--- config.mk ---
export PLATFORM = sky130hd
export DESIGN_NAME = i2c_command_master
export DESIGN_NICKNAME = d
export VERILOG_FILES = /design/src/i2c_cmd_pkg.sv /design/src/i2c_command_master.sv
export VERILOG_INCLUDE_DIRS = /design/src /design/src/src
export SDC_FILE = /design/constraint.sdc
export NUM_CORES = 1
export LEC_CHECK = 0
export BUFFER_PORTS_ARGS = -buffer_cell sky130_fd_sc_hd__buf_2
export CAP_MARGIN = 20
export CORE_ASPECT_RATIO = 0.6
export CORE_MARGIN = 2
export CORE_UTILIZATION = 30
export CTS_CLUSTER_DIAMETER = 40
export DETAILED_ROUTE_END_ITERATION = 7
export PLACE_DENSITY_LB_ADDON = 0.08
export SLEW_MARGIN = 15
export SYNTH_ARGS = -nofsm -noshare
export SYNTH_HDL_FRONTEND = slang
export SYNTH_SLANG_ARGS = --single-unit
--- constraint.sdc ---
create_clock -name CLK_IN -period 5.5 [get_ports CLK_IN]
set_input_delay 0.825 -clock CLK_IN [delete_from_list [all_inputs] [get_ports CLK_IN]]
set_output_delay 0.825 -clock CLK_IN [all_outputs]
set_load 0.02 [all_outputs]
--- src/i2c_cmd_regs.svh ---
// register map, command bits, status codes and timing of the bus master
// assumes 32-bit avalon words, registers in the low byte
`ifndef I2C_CMD_REGS_SVH
`define I2C_CMD_REGS_SVH
// ----------------------------------------
// word index of each register
// ----------------------------------------
`define REG_PERIOD    3'h0
`define REG_CMD       3'h1
`define REG_STATUS    3'h2
`define REG_ADDR      3'h3
`define REG_RXDATA    3'h4
`define REG_TXDATA    3'h5
`define REG_BUSY      3'h6
// ----------------------------------------
// command bits
// ----------------------------------------
`define CMD_START     5
`define CMD_STOP      4
`define CMD_ADDR      3
`define CMD_DATA      2
`define CMD_RX_ACK    1
`define CMD_RX_NACK   0
// ----------------------------------------
// status codes
// ----------------------------------------
`define STAT_IDLE     8'h00
`define STAT_START    8'h01
`define STAT_RESTART  8'h02
`define STAT_WA_ACK   8'h34
`define STAT_RA_ACK   8'h2c
`define STAT_WA_NACK  8'h54
`define STAT_RA_NACK  8'h4c
`define STAT_A_ERR    8'he4
`define STAT_RD_ACK   8'h48
`define STAT_RD_NACK  8'h28
`define STAT_WD_ACK   8'h30
`define STAT_WD_NACK  8'h50
`define STAT_WD_ERR   8'hf0
`define STAT_GEN_ERR  8'hff
// ----------------------------------------
// timing
// ----------------------------------------
`define CLK_PERIOD_NS 4
`define NS_PER_US     1000
`define LAST_BIT      4'h8
`endif

--- src/i2c_cmd_pkg.sv ---
// types shared by the two-wire command master
// assumes the register header is included where constants are needed
`default_nettype none
package i2c_cmd_pkg;
  typedef enum logic [1:0] {S_IDLE, S_START, S_BYTE, S_STOP} state_t;
  typedef enum logic [1:0] {K_ADDR, K_WR, K_RXA, K_RXN} kind_t;
  typedef struct packed {
    logic scl_rel;
    logic sda_rel;
  } line_t;
endpackage
`default_nettype wire

--- src/i2c_command_master.sv ---
// two-wire bus master run by one-hot commands over avalon-mm
// assumes open-drain pads resolved outside; pins are asynchronous
`timescale 1ns/1ps
`include "i2c_cmd_regs.svh"
`default_nettype none
module i2c_command_master
  import i2c_cmd_pkg::*;
(
  input  wire logic        CLK_IN,
  input  wire logic        RST_N_IN,
  input  wire logic [4:0]  AVS_ADDRESS_IN,
  input  wire logic        AVS_READ_IN,
  input  wire logic        AVS_WRITE_IN,
  input  wire logic [31:0] AVS_WRITEDATA_IN,
  input  wire logic [3:0]  AVS_BYTEENABLE_IN,
  output logic      [31:0] AVS_READDATA_OUT,
  output logic             AVS_WAITREQUEST_OUT,
  input  wire logic        SCL_IN,
  output logic             SCL_OUT,
  output logic             SCL_OE_N_OUT,
  input  wire logic        SDA_IN,
  output logic             SDA_OUT,
  output logic             SDA_OE_N_OUT
);
  // ----------------------------------------
  // state
  // ----------------------------------------
  localparam logic [7:0] CYC_US = 8'(`NS_PER_US / `CLK_PERIOD_NS);
  state_t      state_q, state_d;
  kind_t       kind_q, kind_d;
  line_t       line_q, line_d;
  logic [1:0]  q_q, q_d;
  logic [3:0]  bit_q, bit_d;
  logic [7:0]  sh_q, sh_d;
  logic [7:0]  status_q, status_d;
  logic [7:0]  rx_q, rx_d;
  logic        ack_q, ack_d;
  logic        err_q, err_d;
  logic        started_q, started_d;
  logic [7:0]  period_q, addr_q, tx_q;
  logic [15:0] cnt_q, cnt_d;
  logic        wait_q;
  logic [31:0] rdata_q;
  logic        scl_m_q, scl_s_q, sda_m_q, sda_s_q;
  // ----------------------------------------
  // bus slave decode
  // ----------------------------------------
  wire [2:0]  idx    = AVS_ADDRESS_IN[4:2];
  wire        req    = (AVS_READ_IN | AVS_WRITE_IN) & wait_q;
  wire        wr_go  = AVS_WRITE_IN & wait_q & AVS_BYTEENABLE_IN[0];
  wire        rd_go  = AVS_READ_IN & wait_q;
  wire [7:0]  wdat   = AVS_WRITEDATA_IN[7:0];
  wire        busy   = state_q != S_IDLE;
  wire [7:0]  rd_mux = (idx == `REG_PERIOD) ? period_q :
                       (idx == `REG_STATUS) ? status_q :
                       (idx == `REG_ADDR)   ? addr_q :
                       (idx == `REG_RXDATA) ? rx_q :
                       (idx == `REG_TXDATA) ? tx_q :
                       (idx == `REG_BUSY)   ? {7'h00, busy} : 8'h00;
  // ----------------------------------------
  // command decode
  // ----------------------------------------
  wire one_hot = (wdat != 8'h00) & ((wdat & (wdat - 8'h01)) == 8'h00)
                 & (wdat[7:6] == 2'h0);
  // zero period makes every command a no-op
  wire cmd_go  = wr_go & (idx == `REG_CMD) & !busy & (period_q != 8'h00);
  wire c_start = wdat[`CMD_START];
  wire c_stop  = wdat[`CMD_STOP];
  wire legal   = one_hot & (c_start | c_stop | (started_q & !status_q[7]));
  kind_t c_kind;
  assign c_kind = wdat[`CMD_ADDR] ? K_ADDR : wdat[`CMD_DATA] ? K_WR :
                  wdat[`CMD_RX_ACK] ? K_RXA : K_RXN;
  // address byte carries the direction bit in bit 0
  wire [7:0] byte_src = wdat[`CMD_ADDR] ? addr_q :
                        wdat[`CMD_DATA] ? tx_q : 8'hff;
  wire is_rx  = (kind_q == K_RXA) | (kind_q == K_RXN);
  wire dir_rd = addr_q[0];
  // completion codes, one bit meaning each
  wire [7:0] addr_st = err_q ? `STAT_A_ERR :
                       ack_q ? (dir_rd ? `STAT_RA_ACK : `STAT_WA_ACK) :
                       (dir_rd ? `STAT_RA_NACK : `STAT_WA_NACK);
  wire [7:0] wr_st   = err_q ? `STAT_WD_ERR :
                       ack_q ? `STAT_WD_ACK : `STAT_WD_NACK;
  wire [7:0] byte_st = (kind_q == K_ADDR) ? addr_st :
                       (kind_q == K_WR)   ? wr_st :
                       (kind_q == K_RXA)  ? `STAT_RD_ACK : `STAT_RD_NACK;
  // ----------------------------------------
  // quarter-bit timing
  // ----------------------------------------
  // floor of a quarter; bits run a hair short, never long
  wire [15:0] prod    = 16'(period_q) * 16'(CYC_US);
  wire [15:0] quarter = {2'h0, prod[15:2]};
  wire        last    = (cnt_q + 16'h0001) >= quarter;
  // slave may stretch the clock while it is released
  wire        stall   = (q_q == 2'h2) & !scl_s_q;
  wire        adv     = busy & last & !stall;
  assign cnt_d = (!busy | adv) ? 16'h0000 : last ? cnt_q : cnt_q + 16'h0001;
  // ----------------------------------------
  // sequencer
  // ----------------------------------------
  always_comb begin
    state_d   = state_q;
    kind_d    = kind_q;
    line_d    = line_q;
    q_d       = q_q;
    bit_d     = bit_q;
    sh_d      = sh_q;
    status_d  = status_q;
    rx_d      = rx_q;
    ack_d     = ack_q;
    err_d     = err_q;
    started_d = started_q;
    if (state_q == S_IDLE) begin
      if (cmd_go) begin
        q_d   = 2'h0;
        bit_d = 4'h0;
        err_d = 1'b0;
        ack_d = 1'b0;
        if (!legal) begin
          status_d = `STAT_GEN_ERR;
        end else if (c_start) begin
          state_d  = S_START;
          status_d = `STAT_IDLE;
        end else if (c_stop) begin
          status_d = `STAT_IDLE;
          if (started_q) begin
            state_d = S_STOP;
          end
        end else begin
          state_d  = S_BYTE;
          status_d = `STAT_IDLE;
          kind_d   = c_kind;
          sh_d     = byte_src;
        end
      end
    end else if (adv) begin
      q_d = q_q + 2'h1;
      case (state_q)
        S_START: begin
          case (q_q)
            2'h0: line_d.sda_rel = 1'b1;
            2'h1: line_d.scl_rel = 1'b1;
            2'h2: line_d.sda_rel = 1'b0;
            default: begin
              line_d.scl_rel = 1'b0;
              state_d   = S_IDLE;
              started_d = 1'b1;
              status_d  = started_q ? `STAT_RESTART : `STAT_START;
            end
          endcase
        end
        S_STOP: begin
          case (q_q)
            2'h0: line_d.sda_rel = 1'b0;
            2'h1: line_d.scl_rel = 1'b1;
            2'h2: line_d.sda_rel = 1'b1;
            default: begin
              state_d   = S_IDLE;
              started_d = 1'b0;
              status_d  = `STAT_IDLE;
            end
          endcase
        end
        S_BYTE: begin
          case (q_q)
            2'h0: begin
              // msb first, ack slot in ninth bit
              if (bit_q == `LAST_BIT) begin
                line_d.sda_rel = !is_rx | (kind_q == K_RXN);
              end else begin
                line_d.sda_rel = is_rx | sh_q[7];
              end
            end
            2'h1: line_d.scl_rel = 1'b1;
            2'h2: begin
              if (bit_q == `LAST_BIT) begin
                ack_d = !sda_s_q;
              end else begin
                sh_d = {sh_q[6:0], sda_s_q};
                if (!is_rx & line_q.sda_rel & !sda_s_q) begin
                  err_d = 1'b1;
                end
              end
            end
            default: begin
              line_d.scl_rel = 1'b0;
              if (bit_q == `LAST_BIT) begin
                state_d  = S_IDLE;
                status_d = byte_st;
                if (is_rx) begin
                  rx_d = sh_q;
                end
              end else begin
                bit_d = bit_q + 4'h1;
              end
            end
          endcase
        end
        default: state_d = S_IDLE;
      endcase
    end
  end
  // ----------------------------------------
  // registers
  // ----------------------------------------
  always_ff @(posedge CLK_IN) begin
    if (!RST_N_IN) begin
      state_q   <= S_IDLE;
      kind_q    <= K_ADDR;
      line_q    <= '{scl_rel: 1'b1, sda_rel: 1'b1};
      q_q       <= 2'h0;
      bit_q     <= 4'h0;
      sh_q      <= 8'h00;
      status_q  <= `STAT_IDLE;
      rx_q      <= 8'h00;
      ack_q     <= 1'b0;
      err_q     <= 1'b0;
      started_q <= 1'b0;
      cnt_q     <= 16'h0000;
    end else begin
      state_q   <= state_d;
      kind_q    <= kind_d;
      line_q    <= line_d;
      q_q       <= q_d;
      bit_q     <= bit_d;
      sh_q      <= sh_d;
      status_q  <= status_d;
      rx_q      <= rx_d;
      ack_q     <= ack_d;
      err_q     <= err_d;
      started_q <= started_d;
      cnt_q     <= cnt_d;
    end
  end
  always_ff @(posedge CLK_IN) begin
    if (!RST_N_IN) begin
      period_q <= 8'h00;
      addr_q   <= 8'h00;
      tx_q     <= 8'h00;
    end else if (wr_go) begin
      if (idx == `REG_PERIOD) period_q <= wdat;
      if (idx == `REG_ADDR)   addr_q   <= wdat;
      if (idx == `REG_TXDATA) tx_q     <= wdat;
    end
  end
  // one wait cycle per access keeps the slave answer fixed
  always_ff @(posedge CLK_IN) begin
    if (!RST_N_IN) begin
      wait_q  <= 1'b1;
      rdata_q <= 32'h0000_0000;
    end else begin
      wait_q  <= !req;
      rdata_q <= rd_go ? {24'h000000, rd_mux} : rdata_q;
    end
  end
  // pins are asynchronous: two stages before use
  always_ff @(posedge CLK_IN) begin
    if (!RST_N_IN) begin
      {scl_m_q, scl_s_q, sda_m_q, sda_s_q} <= 4'hf;
    end else begin
      {scl_m_q, scl_s_q} <= {SCL_IN, scl_m_q};
      {sda_m_q, sda_s_q} <= {SDA_IN, sda_m_q};
    end
  end
  assign AVS_READDATA_OUT    = rdata_q;
  assign AVS_WAITREQUEST_OUT = wait_q;
  assign SCL_OUT             = 1'b0;
  assign SDA_OUT             = 1'b0;
  assign SCL_OE_N_OUT        = line_q.scl_rel;
  assign SDA_OE_N_OUT        = line_q.sda_rel;

  wire byte_end = (state_q == S_BYTE) & adv & (q_q == 2'h3)
                  & (bit_q == `LAST_BIT);
endmodule
`default_nettype wire

After elaboration in Yosys (flattened, before gate mapping)
Cells that the tools add are included.

storage, ports and cells
  register bits after elaboration = 92
  bits of input ports = 47
  logic and storage cells = 214

cells by class
  add/subtract/negate cells = 4
  multiply operators = 1
  magnitude comparators = 1
  eq/ne operators = 33
  mux-type cells = 81
  bitwise gates (word level) = 29
  reduce and logical (&&, ||, !) cells = 43

operator list
  operator                                                             count
  8-bit 2-to-1 mux                                                     28
  2-bit 2-to-1 mux                                                     16
  4-bit 2-to-1 mux                                                     6
  8-bit case mux with 3 select lines                                   1
  7-bit 2-to-1 mux                                                     3
  5-bit AND reduction                                                  4
  1-bit 2-to-1 mux                                                     19
  3-bit != test, second input constant                                 6
  6-bit AND reduction                                                  3
  16-bit by 1-bit adder with 16-bit output, second input constant      1
  1-bit AND                                                            16
  16-bit by 14-bit greater-or-equal comparator with 1-bit output       1
  2-bit != test, second input constant                                 8
  8-bit nonzero test                                                   2
  8-bit by 7-bit multiplier with 15-bit output, second input constant  1
  7-bit AND reduction                                                  2
  2-bit nonzero test                                                   7
  2-bit equality test, second input constant                           5
  5-bit 2-to-1 mux                                                     2
  3-bit equality test, second input constant                           3
  8-bit AND                                                            1
  2-bit logical NOT                                                    4
  8-bit logical NOT                                                    1
  1-bit case mux with 2 select lines                                   4
  other kinds (23)                                                     48

Longest topological paths before layout
Gate-level depths: netlist of run 1.

  depth after elaboration = 11
  depth in mapped cells = 24

Least setup slack after synthesis of run 1
Ideal clock, no wire load.

  path kind = register -> register
  from = register period_q[5]
  to = register err_q
  library setup time = 0.116 ns
  arrival = 5.671 ns
  data required time = 5.384 ns
  path slack = -0.287 ns
  cell stages (with the launch flop) = 25
  path buffers = 2
  period minus slack after synthesis = 5.787 ns
  cell sequence = dfxtp_1 > inv_1 > ha_1 > inv_1 > fa_1 > fa_1 > fa_1 > inv_1 > ha_1 > nor3_1 > nor2_1 > a31oi_1 > nor2b_1 > o21a_1 > o41a_1 > xnor2_1 > ha_1 > o211ai_1 > nor3_1 > a2111o_1 > buf_6 > o211ai_2 > clkbuf_1 > nor3_1 > o211a_1

between the ends
  word-level cells in the longest chain between the ends = 6
  elaborated cells on any way between the ends = 9

ends and longest elaborated chain
  what                                                            line                       source
  from (decl)                                                     i2c_command_master.sv:40   logic [7:0] period_q, addr_q, tx_q;
  from (signal assigned)                                          i2c_command_master.sv:241  if (idx == `REG_PERIOD) period_q <= wdat;
  8-bit by 7-bit multiplier with 15-bit output                    i2c_command_master.sv:91   wire [15:0] prod = 16'(period_q) * 16'(CYC_US);
  16-bit by 14-bit greater-or-equal comparator with 1-bit output  i2c_command_master.sv:93   wire last = (cnt_q + 16'h0001) >= quarter;
  1-bit AND (2 in series)                                         i2c_command_master.sv:96   wire adv = busy & last & !stall;
  2-bit nonzero test (no source line)                             --
  6-bit AND reduction (no source line) (*)                        --
  to (signal assigned)                                            i2c_command_master.sv:230  err_q <= err_d;
  to (decl)                                                       i2c_command_master.sv:38   logic err_q, err_d;

Mark *: on every way between the ends. The rest lies on a longest branch, timed or not.
A chain may end at the register's enable or synchronous reset.

Worst setup path after layout of run 1
  from = register period_q[1]
  to = register sh_q[2]

between the ends
  word-level cells in the longest chain between the ends = 6
  elaborated cells on any way between the ends = 9

ends and longest elaborated chain
  what                                                            line                       source
  8-bit by 7-bit multiplier with 15-bit output                    i2c_command_master.sv:91
  16-bit by 14-bit greater-or-equal comparator with 1-bit output  i2c_command_master.sv:93
  1-bit AND (2 in series)                                         i2c_command_master.sv:96
  2-bit nonzero test (no source line)                             --
  8-bit AND reduction (no source line) (*)                        --
  to (signal assigned)                                            i2c_command_master.sv:213  sh_q <= 8'h00;
  to (signal assigned)                                            i2c_command_master.sv:226  sh_q <= sh_d;
  to (decl)                                                       i2c_command_master.sv:34   logic [7:0] sh_q, sh_d;

Marked as above.

==> results of run 1 <==
==> layout make-up <==
type / count / area [µm²]
clock buffers: 11 / 233
clock inverters: 3 / 40.0
fillers: 2244 / 13800
inverters: 62 / 233
multi-input cells: 597 / 4670
flip-flops and latches: 92 / 1850
well taps: 286 / 358
repair buffers: 93 / 749
==> state kept, by name, summed over array words and instances, names as in the netlist, 2 cells and up <==
name,flops
cnt_q,16
AVS_READDATA_OUT,8
addr_q,8
period_q,8
rx_q,8
sh_q,8
status_q,8
tx_q,8
bit_q,4
kind_q,2
q_q,2
state_q,2
==> placed cells by master, fill, tap and decap left out, types with 6 or more instances in the layout <==
cell and instances:
buf_2 29, ha_1 63, nand2b_1 9, xnor2_1 19, and3_1 6, nand2_1 77, nor3_2 6, clkbuf_16 9
xor2_1 16, buf_4 47, a21oi_1 22, fa_1 21, conb_1 26, a211oi_1 6, nor2_1 82, mux2i_1 54
dfxtp_1 87, a22oi_1 9, buf_6 11, nor3_1 7, nor2b_1 8, nand3_1 12, inv_1 58, nand4_1 10
o211ai_1 13, o21ai_0 36
==> cell families after synthesis <==
kind of cell / count (synthesis) / synth area share
flops: 92 / 0.276
compound gates: 128 / 0.128
mux: 59 / 0.0895
other cells: 1 / 0.000562
buf+inv: 122 / 0.0861
simple gates: 259 / 0.182
fa+ha+maj: 88 / 0.189
xor+xnor: 37 / 0.0486
==> stage by stage <==
| stage | std cells | TNS, ns |
|---|---|---|
| after CTS | 1142 | -14.49 |
| after global placement | 1119 | -23.62 |
| after global routing | 1144 | -25.85 |
| final | 1144 | -13.43 |
| after floorplan | 811 | -0.141 |
| after detailed placement | 1119 | -23.86 |
==> per-layer routing <==
layer	global-route usage	vias to the layer above	part of all wire
li1	-	2794	-
met1	0.282	2723	0.56
met2	0.221	156	0.37
met3	0.0441	11	0.063
met4	0.0331	0	0.0085
met5	0	-	0
==> power groups by stage <==
stage	sequential [mW]	combinational, mW	clock (mW)
2_1_floorplan	0.695	0.128	0
3_3_place_gp	0.691	0.190	0
3_5_place_dp	0.692	0.192	0
4_1_cts	0.676	0.231	0.637
5_1_grt	0.677	0.264	0.663
6_report	0.677	0.244	0.612
==> what timing repair did <==
| action | 4_1_cts | 5_1_grt |
|---|---|---|
| endpoints found under the setup margin | 53 | 53 |
| pin swaps | 28 | 13 |
| buffers inserted | 9 | 2 |
| gates cloned | 2 | 0 |
| gates resized for setup | 54 | 20 |
| hold endpoints to repair | 0 | 0 |
==> worst min-delay path by stage <==
stage / end / slack, ns / cells after the start
3_3_place_gp: scl_s_q / 0.39 / 1
2_1_floorplan: scl_s_q / 0.39 / 1
4_1_cts: scl_s_q / 0.42 / 1
3_5_place_dp: scl_s_q / 0.41 / 1
5_1_grt: scl_s_q / 0.46 / 1
6_report: scl_s_q / 0.42 / 1
==> results.rst, run 1 <==
.. list-table::
   :header-rows: 1

   * - Metric
     - Value
   * - DRT antenna net count
     - 0
   * - Worst hold margin
     - 0.416 ns
   * - Post-route cell area
     - 0.00814 mm²
   * - Ratio of cells with drive above 1 in the final layout
     - 0.195
   * - Post-placement setup slack
     - -0.650 ns
   * - Setup CP Type
     - flop to flop
   * - Setup repair after global routing missed its margin
     - true
   * - Initial core utilization
     - 0.304
   * - Share of the synthesized area in the top cell type
     - 0.276
   * - Die outline area
     - 0.0235 mm²
   * - Min cycle time layout
     - 5.85 ns
   * - Number of buffers on the longest clock path
     - 2
   * - Routed vias/inst
     - 4.97
   * - Startpoint type of the worst setup path
     - flop
   * - Post-Route Utilization
     - 0.371
   * - CTS Root Buffer Type
     - clkbuf_16
   * - Sequential share of power
     - 0.442
   * - Number of cells traversed by the worst register-to-register path
     - 23
   * - Synth top area cells
     - dfxtp_1, ha_1, mux2i_1, fa_1, nor2_1
   * - Violated checks
     - setup timing
   * - Placeable core region
     - 0.0219 mm²
   * - Post-place instance area
     - 0.00740 mm²
   * - Wire length of the first global-routing pass
     - 31.0 mm
   * - EDFF count, synth
     - 0
   * - Number of buffers inserted for hold repair after clock tree synthesis
     - 0
   * - CP cell instances
     - fa_1 > inv_1 > fa_1 > fa_1 > fa_1 > inv_2 > ha_4 > nor3_2 > o211ai_1 > a31oi_1 > nor2b_1 > o21a_1 > o41a_1 > xnor2_2 > ha_4 > o211ai_1 > nor3_2 > a2111o_1 > o211ai_4 > buf_6 > o31ai_4 > buf_12 > mux2i_1
   * - Avg Inst Size Synth
     - 8.48 µm²
   * - Result of the run
     - finished, violations left
   * - Number of placement rows
     - 42
   * - Number of endpoints with negative hold slack in the final report
     - 0
   * - Worst R2R Start
     - period_q[1]
   * - Area growth from synthesis to final layout
     - 22.0%
   * - Final cycle utilization of the critical path
     - 1.06
   * - Total grt overflow
     - 0
   * - Max Clk Rate
     - 171 MHz
   * - Share of total power in combinational logic
     - 0.159
   * - CTS H-tree lvls
     - 3
   * - Sequential element share of the synthesized area
     - 0.276
   * - Maxcap violations
     - 0
   * - Area leader, netlist
     - dfxtp_1
   * - Number of pins with negative max-slew slack in the final report
     - 0
   * - Count of mapped cells out of synthesis
     - 786
   * - First-pass iteration count of the detailed router
     - 5
   * - Antenna diode count
     - 0
   * - CP delay by family, top
     - adder cells
   * - Initial DRC Count
     - about 390
   * - Number of different library cells in the post-synthesis netlist
     - 62
   * - Number of global-route vias before repair
     - 5397
   * - Die X
     - 196 µm
   * - Most common cell type on the critical path
     - fa_1
   * - Worst reg2reg endpoint
     - sh_q[2]
   * - Clock Skew
     - 0.00692 ns
   * - Number of buffers added by the clock tree synthesis step
     - 9
   * - Count of buffers from port buffering
     - 28
   * - Top Ports
     - 84
   * - Total net switching power
     - approximately 0.42 mW
   * - Number of sinks driven by the clock tree
     - 92
   * - TritonCTS clock tree
     - done
   * - Async set-or-reset flop fraction in the synthesized netlist
     - 0
   * - Switch share
     - 0.274
   * - Static Leakage
     - 3.43 nW
   * - Largest net degree at the start of global routing
     - 50
   * - Worst vdd ir
     - 0.150 mV
   * - Synthesis-stage register bit count
     - 92
   * - Smallest setup slack after layout
     - -0.346 ns
   * - Setup slack of the worst register-to-register path
     - -0.35 ns
   * - CP Launch Point
     - period_q[1]
   * - Crit. End Element
     - flop
   * - Maximum single-stage delay on the critical path
     - 0.54 ns
   * - HP Start
     - scl_m_q
   * - Worst-Skew Late Latency
     - roughly 0.36 ns
   * - Power Dens Cells
     - 188 mW/mm²
   * - Via Count
     - 5684
   * - Worst Path Required
     - 5.74 ns
   * - Relative max-transition margin
     - 0.353
   * - Yosys warnings
     - 0
   * - Bufs and invs on worst path
     - 4
   * - Synthesized area
     - between 0.006 and 0.007 mm²
   * - Layout net count
     - 990
   * - Post-synth top cells
     - dfxtp_1, nor2_1, nand2_1
   * - Die Y
     - 119 µm
   * - Worst min-delay path category
     - flop to flop
   * - Total wire length
     - 19.6 mm
   * - Internal power contribution
     - 1.11 mW
   * - Tot Pwr
     - between 1.5 and 2 mW
   * - Max Fanout on Critical Path
     - 6
   * - Setup violations, final
     - 52
   * - Number of antenna violations at the first check in global routing
     - 0
   * - Clock edge transition at the registers on the reported setup and hold paths
     - 0.06 ns
   * - All-Layer GR Usage
     - 0.173
   * - Final RePlAce weighted congestion
     - between 0.7 and 0.8
   * - Mean routed wirelength per cell
     - 17.1 µm
   * - Worst EP arrival
     - 6.09 ns
   * - Clock share of power
     - 0.399
   * - Half-perimeter wire length after detailed placement
     - 14.7 mm
   * - Count leader, synth
     - dfxtp_1
   * - Endpoint of the worst setup timing path
     - sh_q[2]
   * - Remaining DRCs
     - 0
   * - Cell type of the slowest stage on the worst timing path
     - fa_1
   * - Slew at the pin with the worst max-slew slack
     - between 0.9 and 1 ns
   * - Dominant synthesized flop cell
     - dfxtp_1
   * - WP depth
     - 23
Note: power is estimated with default switching activity, not from simulation.
==> run 2: changes to the inputs <==
ABC_AREA = 1   (was not set)
==> results.rst, run 2 <==
.. list-table::
   :header-rows: 1

   * - Metric
     - Value
   * - Leading cell type in the layout, fill and taps excluded
     - nand2_1 (was dfxtp_1)
   * - Worst Path Required
     - 5.76 ns (was 5.74 ns)
   * - Synth top area cells
     - dfxtp_1, ha_1, a21oi_1, nand2_1, inv_1 (was dfxtp_1, ha_1, mux2i_1, fa_1, nor2_1)
   * - Share of total power in combinational logic
     - 0.200 (was 0.159)
   * - Antenna diode count
     - 0 (unchanged)
   * - Post-Route Utilization
     - 0.358 (was 0.371)
   * - Crit. End Element
     - flop (unchanged)
   * - Number of buffers inserted for hold repair after clock tree synthesis
     - 0 (unchanged)
   * - Worst-Skew Late Latency
     - 0.36 ns (about the same)
   * - Count of buffers from port buffering
     - 28 (unchanged)
   * - Clock Skew
     - 0.00663 ns (was 0.00692 ns)
   * - Dominant synthesized flop cell
     - dfxtp_1 (unchanged)
   * - Number of endpoints with negative hold slack in the final report
     - 0 (unchanged)
   * - Number of antenna violations at the first check in global routing
     - 0 (unchanged)
   * - Terminating pin of the worst hold path
     - sda_s_q (was scl_s_q)
   * - Share of the synthesized area in the top cell type
     - 0.284 (was 0.276)
   * - CTS H-tree lvls
     - 3 (unchanged)
   * - Share of synthesized cell area in full adder, half adder and majority cells
     - 0.194 (was 0.189)
   * - Die outline area
     - 0.0229 mm² (was 0.0235 mm²)
   * - Slew at the pin with the worst max-slew slack
     - 0.928 ns (was 0.967 ns)
   * - Number of sinks driven by the clock tree
     - 92 (unchanged)
   * - Async set-or-reset flop fraction in the synthesized netlist
     - 0 (unchanged)
   * - Tot Pwr
     - 1.70 mW (was 1.53 mW)
   * - Total grt overflow
     - 0 (unchanged)
   * - Sequential element share of the synthesized area
     - 0.284 (was 0.276)
   * - Area share of xor/xnor cells in the synthesized design
     - 0.0310 (was 0.0486)
   * - Static Leakage
     - 3.23 nW (was 3.43 nW)
   * - TritonCTS clock tree
     - done (unchanged)
   * - Worst EP arrival
     - 5.54 ns (was 6.09 ns)
   * - Count leader, synth
     - nand2_1 (was dfxtp_1)
   * - Setup repair after global routing missed its margin
     - true (unchanged)
   * - Layout net count
     - 1062 (was 990)
   * - Register bank with the most flops
     - cnt_q (unchanged)
   * - Setup violations, final
     - 0 (was 52)
   * - Die X
     - 194 µm (was 196 µm)
   * - Final-layout setup total negative slack
     - 0 ns (was -13.43 ns)
   * - Largest net degree at the start of global routing
     - 66 (was 50)
   * - Min cycle time layout
     - 5.29 ns (was 5.85 ns)
   * - Yosys warnings
     - 0 (unchanged)
   * - Half-perimeter wire length after detailed placement
     - 15.9 mm (was 14.7 mm)
   * - Switch share
     - 0.316 (was 0.274)
   * - Complex-gate fraction of the synthesized area
     - 0.180 (was 0.128)
   * - Routed vias/inst
     - 4.72 (was 4.97)
   * - Area growth from synthesis to final layout
     - 16.6% (was 22.0%)
   * - Number of buffers on the longest clock path
     - 2 (unchanged)
   * - Clock edge transition at the registers on the reported setup and hold paths
     - 0.07 ns (was 0.06 ns)
   * - Initial core utilization
     - 0.307 (was 0.304)
   * - Synthesized area
     - 0.00649 mm² (was 0.00667 mm²)
   * - Result of the run
     - complete, no violations (was finished, violations left)
   * - Main combinational cell family by area after synthesis
     - simple AND/OR/NAND/NOR gates (was adder cells)
   * - Max Fanout on Critical Path
     - 7 (was 6)
   * - Initial DRC Count
     - 553 (was 391)
   * - Max Clk Rate
     - 189 MHz (was 171 MHz)
   * - HP Start
     - sda_m_q (was scl_m_q)
   * - Worst reg2reg endpoint
     - sh_q[3] (was sh_q[2])
   * - Simple-gate share of the synthesized area
     - 0.195 (was 0.182)
   * - Post-layout instance count excluding filler cells
     - 1210 (was 1144)
   * - Final RePlAce weighted congestion
     - 0.847 (was 0.789)
   * - Worst hold margin
     - 0.417 ns (was 0.416 ns)
   * - All-Layer GR Usage
     - 0.182 (was 0.173)
   * - Cells on Worst Hold Path
     - 1 (unchanged)
   * - Placeable core region
     - 0.0211 mm² (was 0.0219 mm²)
   * - Avg Inst Size Synth
     - 7.44 µm² (was 8.48 µm²)
   * - Number of cells traversed by the worst register-to-register path
     - 26 (was 23)
   * - Worst R2R Start
     - period_q[1] (unchanged)
   * - Final cycle utilization of the critical path
     - 0.961 (was 1.06)
   * - Top Ports
     - 84 (unchanged)
   * - Synthesis-stage register bit count
     - 92 (unchanged)
   * - Sequential share of power
     - 0.408 (was 0.442)
   * - Placed Cells incl. Taps
     - 1189 (was 1119)
   * - Number of different library cells in the post-synthesis netlist
     - 41 (was 62)
   * - Worst min-delay path category
     - flop to flop (unchanged)
   * - Startpoint type of the worst setup path
     - flop (unchanged)
   * - Number of placement rows
     - 41 (was 42)
   * - Number of global-route vias before repair
     - 5106 (was 5397)
   * - Total net switching power
     - 0.537 mW (was 0.420 mW)
   * - Via Count
     - 5713 (was 5684)
   * - CTS Root Buffer Type
     - clkbuf_16 (unchanged)
   * - Remaining DRCs
     - 0 (unchanged)
   * - Worst vdd ir
     - 0.166 mV (was 0.150 mV)
   * - Number of pins with negative max-slew slack in the final report
     - 0 (unchanged)
   * - Number of fill cells in the layout
     - 2286 (was 2244)
   * - Top library cells by usage in the layout, fill and taps aside
     - nand2_1, inv_1, a21oi_1 (was dfxtp_1, nor2_1, nand2_1)
   * - Total wire length
     - 21.0 mm (was 19.6 mm)
   * - Setup CP Type
     - flop to flop (unchanged)
   * - Ratio of cells with drive above 1 in the final layout
     - 0.145 (was 0.195)
   * - Relative max-transition margin
     - 0.378 (was 0.353)
   * - First-pass iteration count of the detailed router
     - 5 (unchanged)
   * - Internal power contribution
     - 1.16 mW (was 1.11 mW)
   * - Number of buffers added by the clock tree synthesis step
     - 9 (unchanged)
   * - Post-synth top cells
     - nand2_1, inv_1, a21oi_1 (was dfxtp_1, nor2_1, nand2_1)
   * - Area leader, netlist
     - dfxtp_1 (unchanged)
   * - Setup slack of the worst register-to-register path
     - 0.21 ns (was -0.35 ns)
   * - Die Y
     - 118 µm (was 119 µm)
   * - Power Dens Cells
     - 224 mW/mm² (was 188 mW/mm²)
   * - EDFF count, synth
     - 0 (unchanged)
   * - Clock share of power
     - 0.392 (was 0.399)
   * - Count of mapped cells out of synthesis
     - 872 (was 786)
   * - Number of flip-flops under the largest register name
     - 16 (unchanged)
   * - Maxcap violations
     - 0 (unchanged)
   * - DRT antenna net count
     - 0 (unchanged)
   * - Mux contribution to synthesized area
     - 0 (was 0.0895)
   * - Wire length of the first global-routing pass
     - 31.6 mm (was 31.0 mm)
   * - Mean routed wirelength per cell
     - 17.3 µm (was 17.1 µm)
## run 2: cell types whose count changed in the layout (fill, tap and decap cells not counted), sizes merged, moves of 9 or more
cell	change
a22oi	-9
nand2	+63
nand2b	-9
buf	-26
inv	+55
nand3	+30
xnor2	-9
a31oi	+9
mux2i	-54
a21oi	+76
o21ai	+25
## run 2: timing repair
action | CTS | global route
gates cloned | 1 | 3
gates resized for setup | 5 | 35
endpoints found under the setup margin | 30 | 53
setup buffers | 0 | 2
pin swaps | 1 | 19
## run 2: cells by family after synthesis
| logic type | count (synthesis) |
|---|---|
| AO/OA/AOI/OAI | 212 |
| XOR/XNOR | 23 |
| adder cells (fa/ha/maj) | 88 |
| buffers and inverters | 168 |
| flip-flops | 92 |
| other | 1 |
| AND/OR/NAND/NOR | 288 |
## run 2: cell type report
| class | count | area (µm²) | area share |
|---|---|---|---|
| Sequential cell | 92 | 1850 | 0.245 |
| Inverter | 116 | 438 | 0.0579 |
| Timing Repair Buffer | 67 | 462 | 0.0610 |
| Tap cell | 279 | 349 | 0.0461 |
| Clock inverter | 4 | 48.8 | 0.00645 |
| Multi-Input combinational cell | 641 | 4170 | 0.551 |
| Clock buffer | 11 | 253 | 0.0334 |
## run 2: how the worst max path moves through the flow
stage	start	end	slack, ns	cells past startpoint
3_3_place_gp	period_q[2]	status_q[5]	-0.09	27
4_1_cts	period_q[1]	bit_q[0]	0.02	25
2_1_floorplan	period_q[1]	bit_q[1]	0.36	28
6_report	period_q[1]	sh_q[3]	0.21	26
3_5_place_dp	period_q[2]	status_q[1]	-0.09	27
5_1_grt	period_q[1]	started_q	-0.09	26
## run 2: power groups by stage
stage	combinational, mW	clock (mW)	sequential, mW
after global placement	0.307	0	0.708
final	0.339	0.665	0.692
after CTS	0.309	0.691	0.692
after global routing	0.372	0.716	0.694
after detailed placement	0.304	0	0.708
after floorplan	0.203	0	0.710
## run 2: through the flow
| step | setup WS (ns) | cell area (µm²) |
|---|---|---|
| global placement | -0.0885 | 7050 |
| floorplan | 0.359 | 6580 |
| global route | -0.0950 | 7570 |
| finish | 0.212 | 7570 |
| CTS | 0.0170 | 7390 |
| detailed placement | -0.0863 | 7050 |
## run 2: layer usage
metal | global-route usage | vias up | wire length (µm)
li1 | - | 2947 | -
met1 | 0.333 | 2623 | 12900
met2 | 0.190 | 132 | 6620
met3 | 0.0390 | 11 | 1290
met4 | 0.0327 | 0 | 153
met5 | 0 | - | 0
## run 2: worst max-delay path: stages, from the launching register on
cell	delay (ns)
dfxtp_4	0.37
fa_1	0.54
inv_1	0.05
fa_1	0.46
fa_1	0.51
fa_1	0.54
inv_2	0.05
ha_4	0.28
nand2_2	0.06
nor3_2	0.20
a21oi_2	0.10
nor2_1	0.15
o22ai_2	0.11
buf_4	0.14
xor2_1	0.13
ha_1	0.27
nand2_1	0.06
o21ai_1	0.13
nor2_1	0.07
o211ai_1	0.20
inv_2	0.09
nand2_8	0.12
nand2_8	0.12
nand2_4	0.20
nand3_1	0.09
nand2_1	0.10
nor2_1	0.05
==> run 3: changes to the inputs <==
CORE_UTILIZATION = 38   (was 30)
==> results.rst, run 3 (synthesis gave the netlist of run 2 again) <==
.. list-table::
   :header-rows: 1

   * - Metric
     - Value
   * - Worst hold margin
     - 0.419 ns (was 0.417 ns)
   * - Setup violations, final
     - 0 (unchanged)
   * - Final-layout setup total negative slack
     - 0 ns (unchanged)
   * - Cells on Worst Hold Path
     - 1 (unchanged)
   * - Number of flip-flops under the largest register name
     - 16 (unchanged)
   * - Number of antenna violations at the first check in global routing
     - 0 (unchanged)
   * - Number of buffers on the longest clock path
     - 2 (unchanged)
   * - TritonCTS clock tree
     - done (unchanged)
   * - Internal power contribution
     - 1.14 mW (was 1.16 mW)
   * - Post-Route Utilization
     - 0.460 (was 0.358)
   * - Area growth from synthesis to final layout
     - 16.8% (was 16.6%)
   * - Placeable core region
     - 0.0165 mm² (was 0.0211 mm²)
   * - Worst-Skew Late Latency
     - 0.34 ns (was 0.36 ns)
   * - Total net switching power
     - 0.515 mW (was 0.537 mW)
   * - Min cycle time layout
     - 5.29 ns (about the same)
   * - Clock Skew
     - 0.0125 ns (was 0.00663 ns)
   * - Startpoint type of the worst setup path
     - flop (unchanged)
   * - Total wire length
     - 18.3 mm (was 21.0 mm)
   * - Relative max-transition margin
     - 0.290 (was 0.378)
   * - Antenna diode count
     - 0 (unchanged)
   * - Largest net degree at the start of global routing
     - 34 (was 66)
   * - Setup repair after global routing missed its margin
     - true (unchanged)
   * - Post-route cell area
     - 0.00758 mm² (was 0.00757 mm²)
   * - Post-place instance area
     - 0.00702 mm² (was 0.00705 mm²)
   * - Setup CP Type
     - flop to flop (unchanged)
   * - Count of buffers from port buffering
     - 28 (unchanged)
   * - Post-placement setup slack
     - -0.0579 ns (was -0.0863 ns)
   * - DRT antenna net count
     - 0 (unchanged)
   * - Number of endpoints with negative hold slack in the final report
     - 0 (unchanged)
   * - Final RePlAce weighted congestion
     - 0.866 (was 0.847)
   * - CTS H-tree lvls
     - 3 (unchanged)
   * - Worst min-delay path category
     - flop to flop (unchanged)
   * - Worst EP arrival
     - 5.51 ns (was 5.54 ns)
   * - Top Ports
     - 84 (unchanged)
   * - Tot Pwr
     - 1.66 mW (was 1.70 mW)
   * - Placed Cells incl. Taps
     - 1143 (was 1189)
   * - Power Dens Cells
     - 219 mW/mm² (was 224 mW/mm²)
   * - Leading cell type in the layout, fill and taps excluded
     - nand2_1 (unchanged)
   * - Number of fill cells in the layout
     - 1681 (was 2286)
   * - Initial core utilization
     - 0.394 (was 0.307)
   * - Routed vias/inst
     - 5.07 (was 4.72)
   * - Wire length of the first global-routing pass
     - 28.2 mm (was 31.6 mm)
   * - Static Leakage
     - 3.23 nW (about the same)
   * - Mean routed wirelength per cell
     - 15.7 µm (was 17.3 µm)
   * - Clock share of power
     - 0.389 (was 0.392)
   * - First-pass iteration count of the detailed router
     - 5 (unchanged)
   * - Number of cells traversed by the worst register-to-register path
     - 27 (was 26)
   * - Post-layout instance count excluding filler cells
     - 1164 (was 1210)
   * - Switch share
     - 0.311 (was 0.316)
   * - Max Clk Rate
     - 189 MHz (about the same)
   * - Initial DRC Count
     - 641 (was 553)
   * - Die Y
     - 105 µm (was 118 µm)
   * - Total grt overflow
     - 0 (unchanged)
   * - Slew at the pin with the worst max-slew slack
     - 1.06 ns (was 0.928 ns)
   * - Die outline area
     - 0.0182 mm² (was 0.0229 mm²)
   * - Number of placement rows
     - 36 (was 41)
   * - Number of buffers added by the clock tree synthesis step
     - 9 (unchanged)
   * - Number of sinks driven by the clock tree
     - 92 (unchanged)
   * - Die X
     - 173 µm (was 194 µm)
   * - Sequential share of power
     - 0.418 (was 0.408)
   * - Ratio of cells with drive above 1 in the final layout
     - 0.157 (was 0.145)
   * - Smallest setup slack after layout
     - 0.205 ns (was 0.212 ns)
   * - Maxcap violations
     - 0 (unchanged)
   * - Worst vdd ir
     - 0.141 mV (was 0.166 mV)
   * - Via Count
     - 5898 (was 5713)
   * - Result of the run
     - complete, no violations (unchanged)
   * - Crit. End Element
     - flop (unchanged)
   * - Share of total power in combinational logic
     - 0.194 (was 0.200)
   * - Number of pins with negative max-slew slack in the final report
     - 0 (unchanged)
   * - Register bank with the most flops
     - cnt_q (unchanged)
   * - Final cycle utilization of the critical path
     - 0.963 (was 0.961)
   * - Remaining DRCs
     - 0 (unchanged)
   * - Layout net count
     - 1066 (was 1062)
   * - Max Fanout on Critical Path
     - 6 (was 7)
   * - Number of global-route vias before repair
     - 5360 (was 5106)
   * - Worst Path Required
     - 5.71 ns (was 5.76 ns)
   * - Half-perimeter wire length after detailed placement
     - 13.8 mm (was 15.9 mm)
   * - Top library cells by usage in the layout, fill and taps aside
     - nand2_1, inv_1, a21oi_1 (unchanged)
   * - All-Layer GR Usage
     - 0.195 (was 0.182)
   * - Number of buffers inserted for hold repair after clock tree synthesis
     - 0 (unchanged)
   * - CTS Root Buffer Type
     - clkbuf_16 (unchanged)
   * - Clock edge transition at the registers on the reported setup and hold paths
     - 0.07 ns (about the same)
-- run 3: changes by cell type in the layout (fill, tap and decap cells not counted), sizes merged --
cell      change
buf           +5
clkbuf        -1
clkinv        -2
clkinvlp      +3
inv           +1
nand2         -2
nand3         +1
-- run 3: area by class of cell --
class                   instances  area, µm²  share of cell area
clock buffers                  10        229              0.0302
multi-input cells             640       4210               0.555
flip-flops and latches         92       1850               0.244
inverters                     116        437              0.0576
well taps                     228        285              0.0376
clock inverters                 6       70.1             0.00924
repair buffers                 72        503              0.0663
-- run 3: critical path, stage by stage, from the launching register on --
cell and delay, ns:
dfxtp_4 0.37, fa_1 0.53, inv_1 0.05, fa_1 0.47, fa_1 0.52, fa_1 0.56, inv_2 0.05, ha_4 0.16
a21oi_2 0.15, o21ai_2 0.08, a21oi_2 0.14, nor2_1 0.06, o22ai_1 0.17, nor2_1 0.07, o21ai_1 0.11, nand2_1 0.09
xor2_2 0.18, ha_1 0.30, nand2_2 0.07, nor3_2 0.16, nand3_1 0.13, nand2_4 0.15, nand2_8 0.14, buf_6 0.20
nor2_4 0.07, nand2_1 0.05, nand2_1 0.06, nand3_1 0.07
-- run 3: worst paths after layout --
path	startpoint	endpoint	slack, ns
max	period_q[1]	SCL_OE_N_OUT	0.21
min	scl_m_q	scl_s_q	0.42
max reg2reg	period_q[1]	SCL_OE_N_OUT	0.21
min reg2reg	scl_m_q	scl_s_q	0.42
-- run 3: routing by layer --
metal	vias to the layer above	routed length [µm]	GRT usage
met3	15	1210	0.0386
met5	-	0	0
li1	2965	-	-
met4	0	121	0.0285
met2	170	6970	0.263
met1	2748	9990	0.316
-- run 3: power by group through the flow --
stage               logic (mW)  registers, mW  clock network (mW)
floorplan                0.203          0.710                   0
global placement         0.279          0.708                   0
global route             0.357          0.694               0.685
detailed placement       0.281          0.708                   0
finish                   0.321          0.693               0.645
CTS                      0.282          0.693               0.659
-- run 3: what timing repair did --
action,CTS,global route
setup buffers,0,3
endpoints found under the setup margin,35,53
cloned,0,3
gates resized for setup,3,51
pin swaps,0,18
